### src/design/dsb_pkg.sv
// shared constants and types for the two-word burst separate-io sram link
package dsb_pkg;

  // data path geometry
  localparam int WORD_W    = 18;            // one burst word
  localparam int LOC_W     = 36;            // one location, two words
  localparam int ADDR_W    = 19;            // location address
  localparam int LANE_W    = 9;             // one byte lane
  localparam int LANES     = 4;             // lanes per location
  localparam int WORD_LANES = 2;            // lanes per word

  // clock and timing figures
  localparam int CLK_MHZ        = 200;      // system clock rate
  localparam int CLK_PERIOD_NS  = 5;        // system clock period
  localparam int PLL_LOCK_US    = 20;       // stable clock before lock
  localparam int CLK_STOP_NS    = 30;       // stall that resets the pll
  localparam int IMP_PERIOD_CYC = 1024;     // impedance update cadence

  // derived cycle counts
  localparam int LOCK_CNT_W = 12;
  localparam logic [LOCK_CNT_W-1:0] PLL_LOCK_CYC = LOCK_CNT_W'(PLL_LOCK_US * CLK_MHZ);
  localparam int STOP_CNT_W = 3;
  localparam logic [STOP_CNT_W-1:0] CLK_STOP_CYC =
    STOP_CNT_W'((CLK_STOP_NS + CLK_PERIOD_NS - 1) / CLK_PERIOD_NS);
  localparam int IMP_CNT_W = 10;
  localparam logic [IMP_CNT_W-1:0] IMP_LAST = IMP_CNT_W'(IMP_PERIOD_CYC - 1);

  // host request buffer depth
  localparam int FIFO_DEPTH = 32;

  // pll tracking states
  typedef enum logic [1:0] {
    PLL_OFF     = 2'h0,
    PLL_LOCKING = 2'h1,
    PLL_LOCKED  = 2'h2
  } dsb_pll_t;

  // one queued host request
  typedef struct packed {
    logic                 write;            // 1 write, 0 read
    logic [ADDR_W-1:0]    addr;             // location address
    logic [LANES-1:0]     lane_n;           // lane write selects, low active
    logic [LOC_W-1:0]     data;             // word0 in low half
  } dsb_req_t;

endpackage : dsb_pkg

### src/design/dsb_if.sv
// link between host memory controller and sram device
`timescale 1ns/100ps
`default_nettype none

interface dsb_if
  import dsb_pkg::*;
(
  input wire logic clk_i
);
  logic                    load_strobe_n;         // access strobe, low active
  logic                    rw_sel;                // 1 read, 0 write
  logic [ADDR_W-1:0]       addr;                  // shared address bus
  logic [WORD_W-1:0]       d_rise;                // write word, rising phase
  logic [WORD_W-1:0]       d_fall;                // write word, falling phase
  logic [WORD_LANES-1:0]   byte_lane_write_n_rise; // lane selects with d_rise
  logic [WORD_LANES-1:0]   byte_lane_write_n_fall; // lane selects with d_fall
  logic                    pll_bypass_n;          // low turns the pll off
  logic                    clk_run;               // input clock running
  logic                    out_clk_p;             // output clock, positive
  logic                    out_clk_n;             // output clock, negative
  logic [WORD_W-1:0]       q_rise;                // read word, rising phase
  logic [WORD_W-1:0]       q_fall;                // read word, falling phase
  logic                    q_oe_rise;             // q_rise driven
  logic                    q_oe_fall;             // q_fall driven
  logic                    echo_clock;            // echo of positive phase
  logic                    echo_clock_n;          // echo of negative phase

  // device end
  modport dev (
    input  load_strobe_n, rw_sel, addr, d_rise, d_fall,
    input  byte_lane_write_n_rise, byte_lane_write_n_fall,
    input  pll_bypass_n, clk_run, out_clk_p, out_clk_n,
    output q_rise, q_fall, q_oe_rise, q_oe_fall, echo_clock, echo_clock_n
  );

  // host end
  modport host (
    output load_strobe_n, rw_sel, addr, d_rise, d_fall,
    output byte_lane_write_n_rise, byte_lane_write_n_fall,
    output pll_bypass_n, clk_run, out_clk_p, out_clk_n,
    input  q_rise, q_fall, q_oe_rise, q_oe_fall, echo_clock, echo_clock_n
  );
endinterface : dsb_if

`default_nettype wire

### src/design/dsb_fifo.sv
// parameterised valid/ready fifo with registered flags
`timescale 1ns/100ps
`default_nettype none

module dsb_fifo #(
  parameter int WIDTH = 8,                   // word width
  parameter int DEPTH = 32                   // entries, power of two
) (
  input  wire logic             clk_i,
  input  wire logic             sys_rst_i,
  input  wire logic             in_valid_i,
  output logic                  in_ready_o,
  input  wire logic [WIDTH-1:0] in_data_i,
  output logic                  out_valid_o,
  input  wire logic             out_ready_i,
  output logic [WIDTH-1:0]      out_data_o
);
  localparam int PTR_W = $clog2(DEPTH);
  localparam int CNT_W = $clog2(DEPTH + 1);

  logic [WIDTH-1:0] mem [DEPTH];             // storage
  logic [PTR_W-1:0] wr_ptr_ff;               // next slot to fill
  logic [PTR_W-1:0] rd_ptr_ff;               // oldest slot
  logic [CNT_W-1:0] cnt_ff;                  // words held
  logic [CNT_W-1:0] nxt_cnt;
  logic             in_rdy_ff;               // not full
  logic             out_vld_ff;              // not empty
  logic             push;
  logic             pop;

  assign push        = in_valid_i & in_rdy_ff;
  assign pop         = out_vld_ff & out_ready_i;
  assign nxt_cnt     = cnt_ff + CNT_W'(push) - CNT_W'(pop);
  assign in_ready_o  = in_rdy_ff;
  assign out_valid_o = out_vld_ff;
  assign out_data_o  = mem[rd_ptr_ff];

  // storage write
  always_ff @(posedge clk_i)
  begin
    if (push)
      mem[wr_ptr_ff] <= in_data_i;
  end

  // pointers, count and flags
  always_ff @(posedge clk_i)
  begin
    if (sys_rst_i)
    begin
      wr_ptr_ff  <= '0;
      rd_ptr_ff  <= '0;
      cnt_ff     <= '0;
      in_rdy_ff  <= 1'h1;
      out_vld_ff <= 1'h0;
    end
    else
    begin
      if (push)
        wr_ptr_ff <= wr_ptr_ff + PTR_W'(1);
      if (pop)
        rd_ptr_ff <= rd_ptr_ff + PTR_W'(1);
      cnt_ff     <= nxt_cnt;
      in_rdy_ff  <= nxt_cnt != CNT_W'(DEPTH);
      out_vld_ff <= nxt_cnt != '0;
    end
  end

endmodule : dsb_fifo

`default_nettype wire

### src/design/dsb_host.sv
// host controller end: request queue, link driving and read word pairing
`timescale 1ns/100ps
`default_nettype none

module dsb_host
  import dsb_pkg::*;
(
  input  wire logic              clk_i,
  input  wire logic              sys_rst_i,
  dsb_if.host                    link,
  input  wire logic              req_valid_i,     // request offered
  output logic                   req_ready_o,     // queue has room
  input  wire logic              req_write_i,     // 1 write, 0 read
  input  wire logic [ADDR_W-1:0] req_addr_i,      // location address
  input  wire logic [LANES-1:0]  req_lane_n_i,    // lane selects, low active
  input  wire logic [LOC_W-1:0]  req_data_i,      // write data, word0 low
  input  wire logic              pll_enable_i,    // run device pll
  input  wire logic              single_clock_i,  // strap single clock mode
  output logic                   link_ready_o,    // issuing allowed
  output logic                   rd_valid_o,      // read location pulse
  output logic [LOC_W-1:0]       rd_data_o        // read location, word0 low
);

  dsb_req_t                in_req;
  dsb_req_t                head;             // oldest queued request
  logic                    head_vld;
  logic                    pop;
  logic [LOCK_CNT_W-1:0]   wait_cnt_ff;      // lock wait counter
  logic                    go_ff;            // device ready for access
  logic                    bypass_n_ff;
  logic                    ld_n_ff;
  logic                    rw_ff;
  logic [ADDR_W-1:0]       addr_ff;
  logic                    wd_vld_ff;        // write data due next cycle
  logic [LOC_W-1:0]        wd_ff;
  logic [LANES-1:0]        wl_ff;
  logic [WORD_W-1:0]       d_rise_ff;
  logic [WORD_W-1:0]       d_fall_ff;
  logic [WORD_LANES-1:0]   bw_rise_ff;
  logic [WORD_LANES-1:0]   bw_fall_ff;
  logic                    oclk_p_ff;
  logic                    oclk_n_ff;
  logic [WORD_W-1:0]       held_ff;          // first word of a pair
  logic                    have_ff;
  logic                    rd_vld_ff;
  logic [LOC_W-1:0]        rd_data_ff;

  assign in_req = '{write: req_write_i, addr: req_addr_i, lane_n: req_lane_n_i, data: req_data_i};
  assign pop    = head_vld & go_ff;

  // request queue, drained one per cycle
  dsb_fifo #(
    .WIDTH ($bits(dsb_req_t)),
    .DEPTH (FIFO_DEPTH)
  ) u_fifo (
    .clk_i       (clk_i),
    .sys_rst_i   (sys_rst_i),
    .in_valid_i  (req_valid_i),
    .in_ready_o  (req_ready_o),
    .in_data_i   (in_req),
    .out_valid_o (head_vld),
    .out_ready_i (go_ff),
    .out_data_o  (head)
  );

  // pll control and lock wait
  always_ff @(posedge clk_i)
  begin
    if (sys_rst_i)
    begin
      bypass_n_ff <= 1'h0;
      wait_cnt_ff <= '0;
      go_ff       <= 1'h0;
    end
    else
    begin
      bypass_n_ff <= pll_enable_i;
      if (!bypass_n_ff)
        wait_cnt_ff <= '0;
      else if (wait_cnt_ff != PLL_LOCK_CYC)
        wait_cnt_ff <= wait_cnt_ff + LOCK_CNT_W'(1);
      go_ff <= ~bypass_n_ff | (wait_cnt_ff == PLL_LOCK_CYC);
    end
  end

  // request phase: one strobe per cycle at most
  always_ff @(posedge clk_i)
  begin
    if (sys_rst_i)
    begin
      ld_n_ff   <= 1'h1;
      rw_ff     <= 1'h1;
      addr_ff   <= '0;
      wd_vld_ff <= 1'h0;
      wd_ff     <= '0;
      wl_ff     <= '1;
    end
    else
    begin
      ld_n_ff   <= ~pop;
      if (pop)
      begin
        rw_ff   <= ~head.write;
        addr_ff <= head.addr;
        wd_ff   <= head.data;
        wl_ff   <= head.lane_n;
      end
      wd_vld_ff <= pop & head.write;
    end
  end

  // data phase: word0 rising, word1 falling, the cycle after the request
  always_ff @(posedge clk_i)
  begin
    if (sys_rst_i)
    begin
      d_rise_ff  <= '0;
      d_fall_ff  <= '0;
      bw_rise_ff <= '1;
      bw_fall_ff <= '1;
    end
    else
    begin
      d_rise_ff  <= wd_ff[WORD_W-1:0];
      d_fall_ff  <= wd_ff[LOC_W-1:WORD_W];
      bw_rise_ff <= wd_vld_ff ? wl_ff[WORD_LANES-1:0] : '1;
      bw_fall_ff <= wd_vld_ff ? wl_ff[LANES-1:WORD_LANES] : '1;
    end
  end

  // output clocks, held high for single clock strap
  always_ff @(posedge clk_i)
  begin
    if (sys_rst_i || single_clock_i)
    begin
      oclk_p_ff <= single_clock_i;
      oclk_n_ff <= 1'h1;
    end
    else
    begin
      oclk_p_ff <= ~oclk_p_ff;
      oclk_n_ff <= oclk_p_ff;
    end
  end

  // pair returned words in arrival order, rising phase first
  always_ff @(posedge clk_i)
  begin
    if (sys_rst_i)
    begin
      held_ff    <= '0;
      have_ff    <= 1'h0;
      rd_vld_ff  <= 1'h0;
      rd_data_ff <= '0;
    end
    else if (link.q_oe_rise && link.q_oe_fall)
    begin
      rd_vld_ff  <= 1'h1;
      rd_data_ff <= have_ff ? {link.q_rise, held_ff} : {link.q_fall, link.q_rise};
      held_ff    <= link.q_fall;
    end
    else if (link.q_oe_rise || link.q_oe_fall)
    begin
      held_ff    <= link.q_oe_rise ? link.q_rise : link.q_fall;
      rd_data_ff <= {link.q_oe_rise ? link.q_rise : link.q_fall, held_ff};
      rd_vld_ff  <= have_ff;
      have_ff    <= ~have_ff;
    end
    else
      rd_vld_ff  <= 1'h0;
  end

  assign link.load_strobe_n          = ld_n_ff;
  assign link.rw_sel                 = rw_ff;
  assign link.addr                   = addr_ff;
  assign link.d_rise                 = d_rise_ff;
  assign link.d_fall                 = d_fall_ff;
  assign link.byte_lane_write_n_rise = bw_rise_ff;
  assign link.byte_lane_write_n_fall = bw_fall_ff;
  assign link.pll_bypass_n           = bypass_n_ff;
  assign link.clk_run                = 1'h1;
  assign link.out_clk_p              = oclk_p_ff;
  assign link.out_clk_n              = oclk_n_ff;
  assign link_ready_o                = go_ff;
  assign rd_valid_o                  = rd_vld_ff;
  assign rd_data_o                   = rd_data_ff;

endmodule : dsb_host

`default_nettype wire

### src/flat_wrapper.sv
// flat-port wrapper written by rule: the top's interface ports become plain ports
module dsb_host_flat import dsb_pkg::*;
  (clk_i, sys_rst_i, req_valid_i, req_ready_o, req_write_i, req_addr_i, req_lane_n_i, req_data_i, pll_enable_i, single_clock_i, link_ready_o, rd_valid_o, rd_data_o, link_load_strobe_n, link_rw_sel, link_addr, link_d_rise, link_d_fall, link_byte_lane_write_n_rise, link_byte_lane_write_n_fall, link_pll_bypass_n, link_clk_run, link_out_clk_p, link_out_clk_n, link_q_rise, link_q_fall, link_q_oe_rise, link_q_oe_fall, link_echo_clock, link_echo_clock_n);
  dsb_if link_i (.clk_i(clk_i));
  input  wire logic clk_i;
  input  wire logic sys_rst_i;
  input  wire logic req_valid_i;
  output logic req_ready_o;
  input  wire logic req_write_i;
  input  wire logic [ADDR_W-1:0] req_addr_i;
  input  wire logic [LANES-1:0] req_lane_n_i;
  input  wire logic [LOC_W-1:0] req_data_i;
  input  wire logic pll_enable_i;
  input  wire logic single_clock_i;
  output logic link_ready_o;
  output logic rd_valid_o;
  output logic [LOC_W-1:0] rd_data_o;
  output wire logic [$bits(link_i.load_strobe_n)-1:0] link_load_strobe_n;
  output wire logic [$bits(link_i.rw_sel)-1:0] link_rw_sel;
  output wire logic [$bits(link_i.addr)-1:0] link_addr;
  output wire logic [$bits(link_i.d_rise)-1:0] link_d_rise;
  output wire logic [$bits(link_i.d_fall)-1:0] link_d_fall;
  output wire logic [$bits(link_i.byte_lane_write_n_rise)-1:0] link_byte_lane_write_n_rise;
  output wire logic [$bits(link_i.byte_lane_write_n_fall)-1:0] link_byte_lane_write_n_fall;
  output wire logic [$bits(link_i.pll_bypass_n)-1:0] link_pll_bypass_n;
  output wire logic [$bits(link_i.clk_run)-1:0] link_clk_run;
  output wire logic [$bits(link_i.out_clk_p)-1:0] link_out_clk_p;
  output wire logic [$bits(link_i.out_clk_n)-1:0] link_out_clk_n;
  input wire logic [$bits(link_i.q_rise)-1:0] link_q_rise;
  input wire logic [$bits(link_i.q_fall)-1:0] link_q_fall;
  input wire logic [$bits(link_i.q_oe_rise)-1:0] link_q_oe_rise;
  input wire logic [$bits(link_i.q_oe_fall)-1:0] link_q_oe_fall;
  input wire logic [$bits(link_i.echo_clock)-1:0] link_echo_clock;
  input wire logic [$bits(link_i.echo_clock_n)-1:0] link_echo_clock_n;
  assign link_load_strobe_n = link_i.load_strobe_n;
  assign link_rw_sel = link_i.rw_sel;
  assign link_addr = link_i.addr;
  assign link_d_rise = link_i.d_rise;
  assign link_d_fall = link_i.d_fall;
  assign link_byte_lane_write_n_rise = link_i.byte_lane_write_n_rise;
  assign link_byte_lane_write_n_fall = link_i.byte_lane_write_n_fall;
  assign link_pll_bypass_n = link_i.pll_bypass_n;
  assign link_clk_run = link_i.clk_run;
  assign link_out_clk_p = link_i.out_clk_p;
  assign link_out_clk_n = link_i.out_clk_n;
  assign link_i.q_rise = link_q_rise;
  assign link_i.q_fall = link_q_fall;
  assign link_i.q_oe_rise = link_q_oe_rise;
  assign link_i.q_oe_fall = link_q_oe_fall;
  assign link_i.echo_clock = link_echo_clock;
  assign link_i.echo_clock_n = link_echo_clock_n;
  dsb_host u_core (.clk_i(clk_i), .sys_rst_i(sys_rst_i), .link(link_i), .req_valid_i(req_valid_i), .req_ready_o(req_ready_o), .req_write_i(req_write_i), .req_addr_i(req_addr_i), .req_lane_n_i(req_lane_n_i), .req_data_i(req_data_i), .pll_enable_i(pll_enable_i), .single_clock_i(single_clock_i), .link_ready_o(link_ready_o), .rd_valid_o(rd_valid_o), .rd_data_o(rd_data_o));
endmodule
### config.mk
export PLATFORM = sky130hd
export DESIGN_NAME = dsb_host_flat
export DESIGN_NICKNAME = d
export VERILOG_FILES = /design/src/design/dsb_pkg.sv /design/src/design/dsb_if.sv /design/src/design/dsb_fifo.sv /design/src/design/dsb_host.sv /design/src/flat_wrapper.sv
export SDC_FILE = /design/constraint.sdc
export NUM_CORES = 2
export LEC_CHECK = 0
export BUFFER_PORTS_ARGS = -buffer_cell sky130_fd_sc_hd__buf_2
export CAP_MARGIN = 5
export CORE_UTILIZATION = 29
export DETAILED_ROUTE_END_ITERATION = 10
export PLACE_DENSITY_LB_ADDON = 0.12
export SLEW_MARGIN = 10
export SYNTH_ARGS = -nofsm -noshare
export SYNTH_HDL_FRONTEND = slang
export SYNTH_SLANG_ARGS = --single-unit
### constraint.sdc
create_clock -name clk_i -period 4.9 [get_ports clk_i]
set_input_delay 0 -clock clk_i [delete_from_list [all_inputs] [get_ports clk_i]]
set_output_delay 0 -clock clk_i [all_outputs]
set_load 0.05 [all_outputs]
==> metrics.txt <==
status=finished, final reports clean; RR Endpoint=u_core.wd_ff[0]$_SDFFE_PP0P_; fmax=0.299 GHz; Async SR Flop Fraction=0%; Worst Path Buf+Inv=2; Final HPWL DP=126 mm; Post-Synthesis Cells=3933; worst-margin pin slew=1140 ps; fin cells=8261; largest net degree at the start of global routing=92; top_reg_cell synth=edfxtp_1; Worst R2R Setup Slack=1560 ps; Setup violations, final=0; WP data required=5710 ps; Initial Utilization=29.1%; final worst setup slack=1560 ps; VDD IR max=0.000319 V; crit path kind=reg2reg; Clock Sink Count=2117; antenna violation net count after detailed routing=0; GRT overflow=0; clock skew=73.5 ps; Min Clock Period, post-route=3340 ps; initial antenna violation count=15; Root Buffer=clkbuf_16; # fillers=25600; Clk pin slew, worst setup/hold paths=60 ps; R2R cell count=6; slowest stage delay, CP=710 ps; Synth Net Count=4054; FP Rows=192; Worst EP arrival=4160 ps; DRT Pass-1 Iters=5; YS warnings=0; clock insertion delay at the later pin of the skew report=890 ps; via count=40300; commonest cells in the netlist=edfxtp_1, mux4_2, nor2_1; unrepaired setup endpoints after global routing=false; vias in the first global route=42300; H-tree depth=4; Leakage=0.0299 uW; Final period util=68.2%; GPL Wtd Cong=0.712; Post-synth EDFFs=1920; final net count=4591; Finished Core Util=35.0%; Rel. slew slack=23.8%; Num CTS Buffers=238; Yosys top cell by area=edfxtp_1; Tot GR Track Use=16.7%; Hold Vio Cnt, Final=0; Synth Area per Inst=20.3 um^2; Yosys top cell area share=72.3%; Seq cells post-synth=2117; Mapped Area=0.0798 mm^2; max-slew violation count=0; Cell variety after synth=49; dpl cells=7647; power density over the cells=442 mW/mm^2; synth top area cells=edfxtp_1, mux4_2, dfxtp_1; Die Width=526 um; # port buffers=205; final setup TNS=0 ps; Crit Path Max Fanout=17; Area growth, synth to finish=19.9%; crit end category=flop; DRC viols=0; Detailed Route Iter0 Violations=3283; maxcap violations=0; Hold Path Origin=link_q_fall[12]; Min-Delay Path Class=in2reg; IO Count=209; core area=0.274 mm^2; Chip Height=526 um; vias per cell=4.88; count leader, synth=edfxtp_1; Total Wirelength=234 mm; die area=0.277 mm^2; post-synthesis sequential area ratio=77.2%; wire per inst=28.4 um; CP max-delay cell=nor2b_4; first-pass GRT wire length=329 mm; Min-Delay Path Depth=5; TritonCTS clock tree=built; layout cell share with drive strength beyond 1=26.4%; Max clock buf depth=4; Worst Setup Start Kind=flop; pre-CTS WS=1610 ps; critical-path cell list=buf_4 -> nor2b_4 -> buf_4 -> a211oi_1 -> a211oi_1 -> a22o_1; hold endpoint=u_core.rd_data_o[30]$_SDFFE_PP0P_; # resized after CTS=0; crit-path leading delay family=compound AO/OA/AOI/OAI gates
[final cells by class]
class                      instances  area, um^2  area share [%]
antenna                            5        12.5          0.0131
clock inverter                   115        1210            1.26
tap                             3589        4490            4.69
timing repair buffer             528        4490            4.69
clock buffer                     322        6490            6.79
inverter                          13        48.8          0.0510
sequential                      2117       61600            64.4
multi-input combinational       1572       17300            18.1
[stage by stage]
step           cell area, um^2  hold slack, ps  total power [uW]
4_1_cts                  95600           0.260             43000
2_1_floorplan            79800            98.9             23600
3_5_place_dp             86200             215             25000
3_3_place_gp             86200             206             25000
6_report                 95700            68.4             42300
5_1_grt                  95700            51.0             43900
[worst max path at each step]
stage                                              startpoint                                 end  slack, ps  depth (start not counted)
after detailed placement                                 flop        u_core.wd_ff[0]$_SDFFE_PP0P_       1610                          6
after floorplan           u_core.u_fifo.in_ready_o$_SDFF_PP1_  u_core.u_fifo.mem[15][0]$_DFFE_PP_        530                          4
final                                                    flop        u_core.wd_ff[0]$_SDFFE_PP0P_       1560                          6
after global routing                                     flop       u_core.wd_ff[33]$_SDFFE_PP0P_       1470                          7
after global placement                                   flop        u_core.wd_ff[0]$_SDFFE_PP0P_       1630                          6
after CTS                                                flop        u_core.wd_ff[0]$_SDFFE_PP0P_       1560                          6
[where the power goes]
| part | internal, uW | switching, uW |
|---|---|---|
| Clock | 10400 | 7260 |
| Combinational | 1890 | 2430 |
| Sequential | 20100 | 201 |
| Total | 32400 | 9890 |
[logic make-up (layout without fill, tap and decap cells)]
group	count (synthesis)	in the layout	synth area share [%]
AOI/OAI and AO/OA	516	516	4.36
xor gates and xnor gates	19	19	0.209
adders and majority gates	16	16	0.260
buffers and inverters	244	978	1.48
DFF	2117	2117	77.2
muxes	695	695	14.6
other	1	6	0.00470
and+or+nand+nor	325	325	1.81
[routing by layer]
metal,vias up,wire (um),track usage [%]
li1,17300,-,-
met1,21800,107000,23.3
met2,907,112000,27.5
met3,310,10200,2.50
met4,4,4360,3.56
met5,-,23,0
[state kept, by name (all words and copies together) (netlist names), 4 cells and up, named ones only]
name / count
u_core.u_fifo.wr_ptr_ff: 5
u_core.link.addr: 19
u_core.rd_data_o: 36
u_core.wd_ff: 36
u_core.link.d_rise: 18
u_core.u_fifo.mem: 1920
u_core.link.d_fall: 18
u_core.wait_cnt_ff: 12
u_core.held_ff: 18
u_core.u_fifo.cnt_ff: 6
u_core.wl_ff: 4
u_core.u_fifo.rd_ptr_ff: 5
[cell usage in the layout (no fill, tap or decap), types with 59 or more instances in the layout]
| master | Yosys | layout |
|---|---|---|
| o21ai_0 | 59 | 59 |
| clkbuf_1 | 108 | 64 |
| a211oi_1 | 111 | 111 |
| dlygate4sd3_1 | 0 | 171 |
| mux2_2 | 122 | 122 |
| nor2_1 | 212 | 177 |
| buf_2 | 69 | 204 |
| mux4_2 | 365 | 365 |
| mux2i_1 | 208 | 207 |
| clkbuf_16 | 0 | 240 |
| o22ai_1 | 163 | 163 |
| edfxtp_1 | 1920 | 1920 |
| dfxtp_1 | 197 | 194 |
| buf_4 | 29 | 103 |
[worst reg2reg max path, stage by stage (launching register included)]
cell and delay (ps):
dfxtp_1 660, buf_4 440, nor2b_4 720, buf_4 450, a211oi_1 140, a211oi_1 610
a22o_1 240
[timing repair]
action | 4_1_cts | 5_1_grt
hold buffers | 171 | 0
setup buffers | 0 | 0
endpoints found under the hold margin | 2002 | 0
setup endpoints to repair | 0 | 0
No activity file was read; power rests on OpenSTA's default activity.
